<file path="src/bmwd_pkg.sv">
// package for the bridge memory window decode block
package bmwd_pkg;
   // configuration space byte offsets
   localparam logic [7:0] MEM_BASE_OFS        = 8'h20;
   localparam logic [7:0] MEM_LIMIT_OFS       = 8'h22;
   localparam logic [7:0] PF_BASE_OFS         = 8'h24;
   localparam logic [7:0] PF_LIMIT_OFS        = 8'h26;
   localparam logic [7:0] PF_BASE_UPPER_OFS   = 8'h28;
   localparam logic [7:0] PF_LIMIT_UPPER_OFS  = 8'h2c;
   // field layout
   localparam int         BOUND_MSB           = 15;
   localparam int         BOUND_LSB           = 4;
   localparam int         BOUND_W             = 12;
   localparam int         LOW_ADDR_W          = 20;
   // reset and fixed values
   localparam logic [11:0] BOUND_RST          = 12'h000;
   localparam logic [31:0] UPPER_RST          = 32'h0000_0000;
   localparam logic [3:0]  MEM_LOW_NIBBLE     = 4'h0;
   localparam logic [3:0]  WIDE_ADDR_NIBBLE   = 4'h1;
   localparam logic [19:0] LOW_BITS_BASE      = 20'h00000;
   localparam logic [19:0] LOW_BITS_LIMIT     = 20'hfffff;
endpackage

</file>
<file path="src/bmwd_window_decode.sv">
// configuration registers and address window checks for downstream memory forwarding
`timescale 1ns/1ns
module bmwd_window_decode (
   input  wire logic        mclk,
   input  wire logic        nrst,
   input  wire logic        cfg_wr,
   input  wire logic [7:0]  cfg_addr,
   input  wire logic [3:0]  cfg_be,
   input  wire logic [31:0] cfg_wdata,
   output logic      [31:0] cfg_rdata,
   input  wire logic [63:0] txn_addr,
   output logic             mem_window_hit,
   output logic             prefetch_window_hit,
   output logic             forward_downstream
);
   import bmwd_pkg::*;

   logic [11:0] mem_window_low_bound_ff;
   logic [11:0] mem_window_high_bound_ff;
   logic [11:0] prefetch_window_low_bound_ff;
   logic [11:0] prefetch_window_high_bound_ff;
   logic [31:0] pf_base_upper_ff;
   logic [31:0] pf_limit_upper_ff;
   logic [31:0] cfg_rdata_ff;
   logic        mem_hit_ff;
   logic        pf_hit_ff;

   // dword-aligned decode
   wire logic [7:0]  dw_addr      = {cfg_addr[7:2], 2'b00};
   wire logic        sel_mem      = (dw_addr == MEM_BASE_OFS);
   wire logic        sel_pf       = (dw_addr == PF_BASE_OFS);
   wire logic        sel_pf_up_b  = (dw_addr == PF_BASE_UPPER_OFS);
   wire logic        sel_pf_up_l  = (dw_addr == PF_LIMIT_UPPER_OFS);

   // byte merge helper for 12-bit fields held in bits 15:4 of a half-word
   function automatic logic [11:0] merge_bound(input logic [11:0] cur,
                                               input logic [15:0] wd,
                                               input logic [1:0]  be);
      logic [11:0] r;
      r = cur;
      if (be[0]) begin
         r[3:0] = wd[7:4];
      end
      if (be[1]) begin
         r[11:4] = wd[15:8];
      end
      return r;
   endfunction

   function automatic logic [31:0] merge_word(input logic [31:0] cur,
                                              input logic [31:0] wd,
                                              input logic [3:0]  be);
      logic [31:0] r;
      r = cur;
      for (int i = 0; i < 4; i++) begin
         if (be[i]) begin
            r[8*i +: 8] = wd[8*i +: 8];
         end
      end
      return r;
   endfunction

   // per-dword write strobes; low nibbles are not stored
   wire logic        wr_mem       = cfg_wr & sel_mem;
   wire logic        wr_pf        = cfg_wr & sel_pf;
   wire logic        wr_pf_up_b   = cfg_wr & sel_pf_up_b;
   wire logic        wr_pf_up_l   = cfg_wr & sel_pf_up_l;

   // merged next values, byte enables honoured per lane
   wire logic [11:0] nxt_mem_low  = merge_bound(mem_window_low_bound_ff,
                                                cfg_wdata[15:0], cfg_be[1:0]);
   wire logic [11:0] nxt_mem_high = merge_bound(mem_window_high_bound_ff,
                                                cfg_wdata[31:16], cfg_be[3:2]);
   wire logic [11:0] nxt_pf_low   = merge_bound(prefetch_window_low_bound_ff,
                                                cfg_wdata[15:0], cfg_be[1:0]);
   wire logic [11:0] nxt_pf_high  = merge_bound(prefetch_window_high_bound_ff,
                                                cfg_wdata[31:16], cfg_be[3:2]);
   wire logic [31:0] nxt_pf_up_b  = merge_word(pf_base_upper_ff, cfg_wdata, cfg_be);
   wire logic [31:0] nxt_pf_up_l  = merge_word(pf_limit_upper_ff, cfg_wdata, cfg_be);

   // memory window base field
   always_ff @(posedge mclk) begin
      if (!nrst) begin
         mem_window_low_bound_ff <= BOUND_RST;
      end else if (wr_mem) begin
         mem_window_low_bound_ff <= nxt_mem_low;
      end
   end

   // memory window limit field
   always_ff @(posedge mclk) begin
      if (!nrst) begin
         mem_window_high_bound_ff <= BOUND_RST;
      end else if (wr_mem) begin
         mem_window_high_bound_ff <= nxt_mem_high;
      end
   end

   // prefetch window base field
   always_ff @(posedge mclk) begin
      if (!nrst) begin
         prefetch_window_low_bound_ff <= BOUND_RST;
      end else if (wr_pf) begin
         prefetch_window_low_bound_ff <= nxt_pf_low;
      end
   end

   // prefetch window limit field
   always_ff @(posedge mclk) begin
      if (!nrst) begin
         prefetch_window_high_bound_ff <= BOUND_RST;
      end else if (wr_pf) begin
         prefetch_window_high_bound_ff <= nxt_pf_high;
      end
   end

   // prefetch base upper word
   always_ff @(posedge mclk) begin
      if (!nrst) begin
         pf_base_upper_ff <= UPPER_RST;
      end else if (wr_pf_up_b) begin
         pf_base_upper_ff <= nxt_pf_up_b;
      end
   end

   // prefetch limit upper word
   always_ff @(posedge mclk) begin
      if (!nrst) begin
         pf_limit_upper_ff <= UPPER_RST;
      end else if (wr_pf_up_l) begin
         pf_limit_upper_ff <= nxt_pf_up_l;
      end
   end

   // read views
   wire logic [15:0] mem_base_view  = {mem_window_low_bound_ff, MEM_LOW_NIBBLE};
   wire logic [15:0] mem_limit_view = {mem_window_high_bound_ff, MEM_LOW_NIBBLE};
   wire logic [15:0] pf_base_view   = {prefetch_window_low_bound_ff, WIDE_ADDR_NIBBLE};
   wire logic [15:0] pf_limit_view  = {prefetch_window_high_bound_ff, WIDE_ADDR_NIBBLE};
   // dword read words
   wire logic [31:0] mem_dword      = {mem_limit_view, mem_base_view};
   wire logic [31:0] pf_dword       = {pf_limit_view, pf_base_view};
   wire logic [31:0] nxt_cfg_rdata  = sel_mem     ? mem_dword :
                                      sel_pf      ? pf_dword :
                                      sel_pf_up_b ? pf_base_upper_ff :
                                      sel_pf_up_l ? pf_limit_upper_ff :
                                                    32'h0000_0000;

   // full window bounds
   wire logic [31:0] mem_lo = {mem_window_low_bound_ff, LOW_BITS_BASE};
   wire logic [31:0] mem_hi = {mem_window_high_bound_ff, LOW_BITS_LIMIT};
   wire logic [63:0] pf_lo  = {pf_base_upper_ff, prefetch_window_low_bound_ff,
                               LOW_BITS_BASE};
   wire logic [63:0] pf_hi  = {pf_limit_upper_ff, prefetch_window_high_bound_ff,
                               LOW_BITS_LIMIT};

   // address halves
   wire logic [31:0] txn_high32 = txn_addr[63:32];
   wire logic [31:0] txn_low32  = txn_addr[31:0];

   // inclusive compares; an inverted window never opens
   wire logic mem_open     = (mem_lo <= mem_hi);
   wire logic pf_open      = (pf_lo <= pf_hi);

   wire logic mem_addr_32  = (txn_high32 == 32'h0000_0000);
   wire logic mem_above_lo = (txn_low32 >= mem_lo);
   wire logic mem_below_hi = (txn_low32 <= mem_hi);
   wire logic pf_above_lo  = (txn_addr >= pf_lo);
   wire logic pf_below_hi  = (txn_addr <= pf_hi);

   // memory window match for 32-bit addresses
   wire logic nxt_mem_hit  = mem_open && mem_addr_32 && mem_above_lo && mem_below_hi;
   // prefetch window match over the full 64-bit address
   wire logic nxt_pf_hit   = pf_open && pf_above_lo && pf_below_hi;

   // registered read data
   always_ff @(posedge mclk) begin
      if (!nrst) begin
         cfg_rdata_ff <= 32'h0000_0000;
      end else begin
         cfg_rdata_ff <= nxt_cfg_rdata;
      end
   end

   // registered memory window match
   always_ff @(posedge mclk) begin
      if (!nrst) begin
         mem_hit_ff <= 1'b0;
      end else begin
         mem_hit_ff <= nxt_mem_hit;
      end
   end

   // registered prefetch window match
   always_ff @(posedge mclk) begin
      if (!nrst) begin
         pf_hit_ff <= 1'b0;
      end else begin
         pf_hit_ff <= nxt_pf_hit;
      end
   end

   // registered outputs
   assign cfg_rdata           = cfg_rdata_ff;
   assign mem_window_hit      = mem_hit_ff;
   assign prefetch_window_hit = pf_hit_ff;
   // forward whenever either window matched
   assign forward_downstream  = mem_hit_ff | pf_hit_ff;
endmodule

</file>
<file path="config.mk">
export PLATFORM = sky130hd
export DESIGN_NAME = bmwd_window_decode
export DESIGN_NICKNAME = d
export VERILOG_FILES = /design/src/bmwd_pkg.sv /design/src/bmwd_window_decode.sv
export SDC_FILE = /design/constraint.sdc
export NUM_CORES = 1
export LEC_CHECK = 0
export ABC_AREA = 0
export BUFFER_PORTS_ARGS = -buffer_cell sky130_fd_sc_hd__buf_2
export CAP_MARGIN = 25
export CORE_MARGIN = 4
export CORE_UTILIZATION = 50
export CTS_CLUSTER_DIAMETER = 80
export CTS_CLUSTER_SIZE = 30
export DETAILED_ROUTE_END_ITERATION = 7
export PLACE_DENSITY = 0.71
export REMOVE_ABC_BUFFERS = 1
export SYNTH_ARGS = -nofsm -noshare
export SYNTH_HDL_FRONTEND = slang
export SYNTH_SLANG_ARGS = --single-unit
</file>
<file path="constraint.sdc">
create_clock -name mclk -period 5.6 [get_ports mclk]
set_input_delay 0.56 -clock mclk [delete_from_list [all_inputs] [get_ports mclk]]
set_output_delay 0.56 -clock mclk [all_outputs]
set_load 0.1 [all_outputs]
</file>
Word level (Yosys, flattened, before mapping)
Index checks and enable logic that the tools add are counted.

$lt $le $gt $ge: 6. Equality and inequality tests: 4. Muxes and demuxes: 4. Bitwise gates (word level): 6. Reduce and logical (&&, ||, !) cells: 24.

Operators by type and width (count): less-or-equal comparator 64 bit (2); 2-to-1 mux 32 bit (4); >= comparator 64 bit (1); less-or-equal comparator 32 bit (2); >= comparator 32 bit (1); logical NOT 32 bit (1); AND reduction 2 bit (16); == test 6 x 4 -> 1 bit (second input constant) (4); logical AND 1 bit (5); AND 1 bit (4); OR reduction 3 bit (1); OR reduction 2 bit (1); NOT 1 bit (1); bitwise OR 1 bit (1).

Register bits after elaboration: 146. Bits of input ports: 111. Logic and storage cells: 65.

Logic depth before layout (Yosys ltp)
Depth in word-level cells: 5. Depth in mapped cells: 9.

Worst setup path after synthesis
OpenSTA, ideal clock, no wires.

Kind: input port to flip-flop. From: input port txn_addr[45]. To: register pf_hit_ff (netlist: prefetch_window_hit). Data arrival time: 2081 ps. Slack: 3454 ps. Cell stages on the path: 8. Path buffers: 0. Cell sequence: ha_1 -> and4_1 -> and3_1 -> a221o_1 -> o2bb2ai_1 -> nor4_1 -> o21ai_0 -> nor2_1.

Cells in the longest elaborated chain, start to end: 3. Elaborated cells between the ends (all ways): 4. Classes of those cells: 2 x order compare; 2 x reduce/logical.

Ends and longest elaborated chain: from (decl) (line bmwd_window_decode.sv:11) `input wire logic [63:0] txn_addr,`; >= comparator 64 bit (line bmwd_window_decode.sv:168) `wire logic pf_above_lo = (txn_addr >= pf_lo);`; logical AND 1 bit (line bmwd_window_decode.sv:174) `wire logic nxt_pf_hit = pf_open && pf_above_lo && pf_below_hi;`; logical AND 1 bit * (line bmwd_window_decode.sv:174); to (signal assigned) (line bmwd_window_decode.sv:199) `pf_hit_ff <= nxt_pf_hit;`; to (decl) (line bmwd_window_decode.sv:26) `logic pf_hit_ff;`.

Mark *: on every way between the ends. The rest lies on a longest branch, timed or not. A chain may end at the register's enable or synchronous reset.

Worst setup path in the final report
From: register pf_limit_upper_ff[21]. To: register pf_hit_ff (netlist: prefetch_window_hit).

Cells in the longest elaborated chain, start to end: 3. Elaborated cells between the ends (all ways): 4. Classes of those cells: 2 x order compare; 2 x reduce/logical.

Ends and longest elaborated chain: from (decl) (line bmwd_window_decode.sv:23) `logic [31:0] pf_limit_upper_ff;`; from (signal assigned) (line bmwd_window_decode.sv:131) `pf_limit_upper_ff <= nxt_pf_up_l;`; less-or-equal comparator 64 bit (line bmwd_window_decode.sv:163) `wire logic pf_open = (pf_lo <= pf_hi);`; logical AND 1 bit (line bmwd_window_decode.sv:174); logical AND 1 bit * (line bmwd_window_decode.sv:174).

Marked as above.

==> metrics.md <==
| Metric | Value |
|---|---|
| Fraction of power consumed by sequential logic | `43.5%` |
| Clock transition at path regs | `0.06 ns` |
| Slew HR | `34.7%` |
| Share of cells above drive strength 1 | `14.0%` |
| Combinational share of power | `11.0%` |
| Setup_tns | `0 ns` |
| WP data required | `5.91 ns` |
| Synth area leaders | `dfxtp_1, ha_1, nand2_1` |
| Die height | `150 um` |
| Fin worst setup slack | `2.77 ns` |
| CTS hold repair buffers | `0` |
| CTS Buf Count | `17` |
| Post-synthesis xor/xnor area fraction | `0%` |
| CTS Root Cell | `clkbuf_16` |
| Synth Area in Adders | `20.7%` |
| Clk buf depth | `2` |
| WS Path Type | `flip-flop to flip-flop` |
| Synthesized flop and latch total | `146` |
| Sequential fraction of the synthesis area | `29.1%` |
| DR iter-0 viols | `727` |
| Dominant synthesized flop cell | `dfxtp_1` |
| Setup WS pre-CTS | `2.52 ns` |
| Area growth syn-to-layout | `14.8%` |
| DRT Wirelength | `31000 um` |
| Crit Path Max Fanout | `3` |
| CTS tree | `done` |
| DR WL/cell | `18.7 um` |
| Largest net degree at the start of global routing | `75` |
| H-tree lvl count | `4` |
| Post-CTS sizing | `0` |
| Worst skew pair latency | `0.44 ns` |
| Max-capacitance violation count | `0` |
| Clk sink count | `146` |
| Crit path top cell by count | `nor4_1` |
| CP Launch Point | `pf_limit_upper_ff[21]` |
| Yosys warning count | `0` |
| Initial antenna violation count | `0` |
| Synth area leader | `dfxtp_1` |
| Clock share of power | `45.5%` |
| Std-Cell Rows | `51` |
| Dpl hpwl | `23700 um` |
| Critical Path Max Stage Delay | `0.84 ns` |
| Post-Syn Area per Cell | `8.00 sq um` |
| Compound-gate portion of the synthesized area | `18.7%` |
| Static leakage | `4.58 nW` |
| Final hold viol count | `0` |
| Hold Path Origin | `cfg_wdata[0]` |
| Fmax | `353 MHz` |
| Synth Area in Simple Gates | `22.0%` |
| First-pass GRT wire length | `48800 um` |
| Die area | `22400 sq um` |
| Slowest cell on the critical path | `nor4_1` |
| Total net switching power | `0.640 mW` |
| R2R Path Start | `pf_limit_upper_ff[21]` |
| Starting density of the core | `51.3%` |
| Worst slew pin tran | `0.970 ns` |
| Die W | `150 um` |
| Crit path capture type | `flip-flop` |
| # Post-CTS Setup Buffers | `0` |
| Final Cycle Share | `50.5%` |
| Tmin final | `2.83 ns` |
| Final setup fails | `0` |
| Netlist cell types | `51` |
| Area share of the largest cell type after synthesis | `29.1%` |
| CP arrival | `3.13 ns` |
| CORE AREA | `19600 sq um` |
| VDD IR max | `0.191 mV` |
| Post-synth EDFFs | `0` |
| Int Power | `1.76 mW` |
| Sw Ratio | `26.7%` |
| PortBufs | `143` |
| Hold WS | `0.396 ns` |
| Total grt overflow | `0` |
| Clk_skew | `0.00717 ns` |
| Status | `finished, final reports clean` |
| Overall Global Routing Usage | `27.8%` |
| Antenna cells | `0` |
| PwrDens | `208 nW/um^2` |
| Final Max Slew Viols | `0` |
| Drt first pass iters | `6` |
| Total power | `2.40 mW` |
| DRC viols | `0` |
| Final ANT Viol Nets | `0` |
| Top Ports | `146` |
| Syn Inst Count | `1255` |
| Min-delay worst type | `input port to flip-flop` |
| Post-synthesis mux area share | `3.10%` |
| Via/cell ratio | `5.79` |
| RSZ-0062 raised after global routing | `false` |
| Vias | `9577` |
| Largest family of logic cells by synthesized area | `simple AND/OR/NAND/NOR gates` |
| Mapped Area | `10000 sq um` |
| Vias in the first global route | `9259` |
| Ys async rst share | `0%` |
| Nets | `1654` |
| Gp weighted congestion | `0.941` |
| Critical path, cell by cell | `inv_1 -> ha_1 -> nand4_1 -> nor4_1 -> nand3_1 -> a31oi_1 -> nor4_1 -> o21ai_0 -> nor2_1` |
| CP startpoint kind | `flip-flop` |
[power by group through the flow]
stage | Combinational [mW] | Sequential, mW | Clock (mW)
2_1_floorplan | 0.110 | 1.07 | 0
3_3_place_gp | 0.251 | 1.07 | 0
3_5_place_dp | 0.257 | 1.07 | 0
4_1_cts | 0.259 | 1.04 | 1.10
5_1_grt | 0.290 | 1.04 | 1.14
6_report | 0.263 | 1.04 | 1.09
[cells in the mapped netlist, drive strengths merged (3+ instances only)]
cell type and instances:
nor3 7, and2 24, nor2b 30, a22oi 24, ha 166, nand4 31, nor4b 3, buf 15
o21ai 71, nand2b 3, nand2 190, nand3 109, a211oi 4, mux2i 30, a221oi 3, a221o 3
dfxtp 146, nor4 17, a21o 14, nor2 26, o211ai 3, a21boi 88, a21oi 65, inv 115
clkbuf 36, and4 6
[metrics by stage]
| stage | instance area [sq um] | instances | utilization, % |
|---|---|---|---|
| finish | 11500 | 1655 | 58.9 |
| CTS | 11500 | 1655 | 58.9 |
| global route | 11500 | 1655 | 58.9 |
| detailed placement | 11000 | 1623 | 56.0 |
| floorplan | 9840 | 1204 | - |
| global placement | 11000 | 1623 | 56.0 |
[sequential cells by signal (all words and copies together) (netlist names)]
register	cells
pf_base_upper_ff	32
mem_window_low_bound_ff	12
mem_window_high_bound_ff	12
mem_window_hit	1
prefetch_window_high_bound_ff	12
pf_limit_upper_ff	32
cfg_rdata	32
prefetch_window_low_bound_ff	12
prefetch_window_hit	1
[final cells by class]
| class | count | area, sq um |
|---|---|---|
| Clock buffer | 22 | 484 |
| Clock inverter | 10 | 76.3 |
| Fill cell | 1842 | 8060 |
| Inverter | 115 | 432 |
| Multi-Input combinational cell | 943 | 6490 |
| Sequential cell | 146 | 2920 |
| Tap cell | 265 | 332 |
| Timing Repair Buffer | 154 | 801 |
[layout by cell type, fill, tap and decap left out, types with 3 or more instances in the layout]
master,count
nor2b_1,30
a221oi_1,3
clkinvlp_4,3
clkbuf_8,4
nand4_1,31
clkinv_4,3
nand2_1,190
ha_1,166
and4_1,6
a21oi_1,65
a22oi_1,24
nor3_1,6
and2_1,24
nor2_1,23
nor4b_1,3
clkbuf_16,17
a221o_1,3
buf_2,142
mux2i_1,30
a21boi_0,88
o211ai_1,3
buf_4,12
nand2b_1,3
a21o_1,14
o21ai_0,71
inv_1,115
nand3_1,107
nor4_1,17
nor2_2,3
dfxtp_1,146
a211oi_1,4
[metal layers]
layer	track usage [%]	up-vias	part of all wire [%]
met1	37.2	4426	44
met3	5.00	67	7.4
met2	44.2	386	45
met5	0	-	0
li1	-	4698	-
met4	12.0	0	3.5
[critical path: cells and delay by family, from the launching register on]
family,cells,cell delay [ns]
DFF,1,0.35
and+or+nand+nor,5,1.45
buffers and inverters,1,0.09
AOI/OAI and AO/OA,2,0.50
adders and majority gates,1,0.30
[final timing paths]
path                                                     endpoint  slack (ns)  cells past startpoint
worst max register to register                prefetch_window_hit        2.77                      9
worst min-delay path                         pf_limit_upper_ff[0]        0.40                      3
worst min register to register  prefetch_window_high_bound_ff[10]        0.46                      2
worst max-delay path                          prefetch_window_hit        2.77                      9
[cells by family (layout without fill, tap and decap cells)]
| logic type | after synthesis | in the layout |
|---|---|---|
| AO/OA/AOI/OAI | 292 | 292 |
| adder cells (fa/ha/maj) | 166 | 166 |
| buffers and inverters | 166 | 301 |
| flip-flops | 146 | 146 |
| multiplexers | 31 | 31 |
| AND/OR/NAND/NOR | 454 | 454 |
Note: power is estimated with default switching activity, not from simulation.
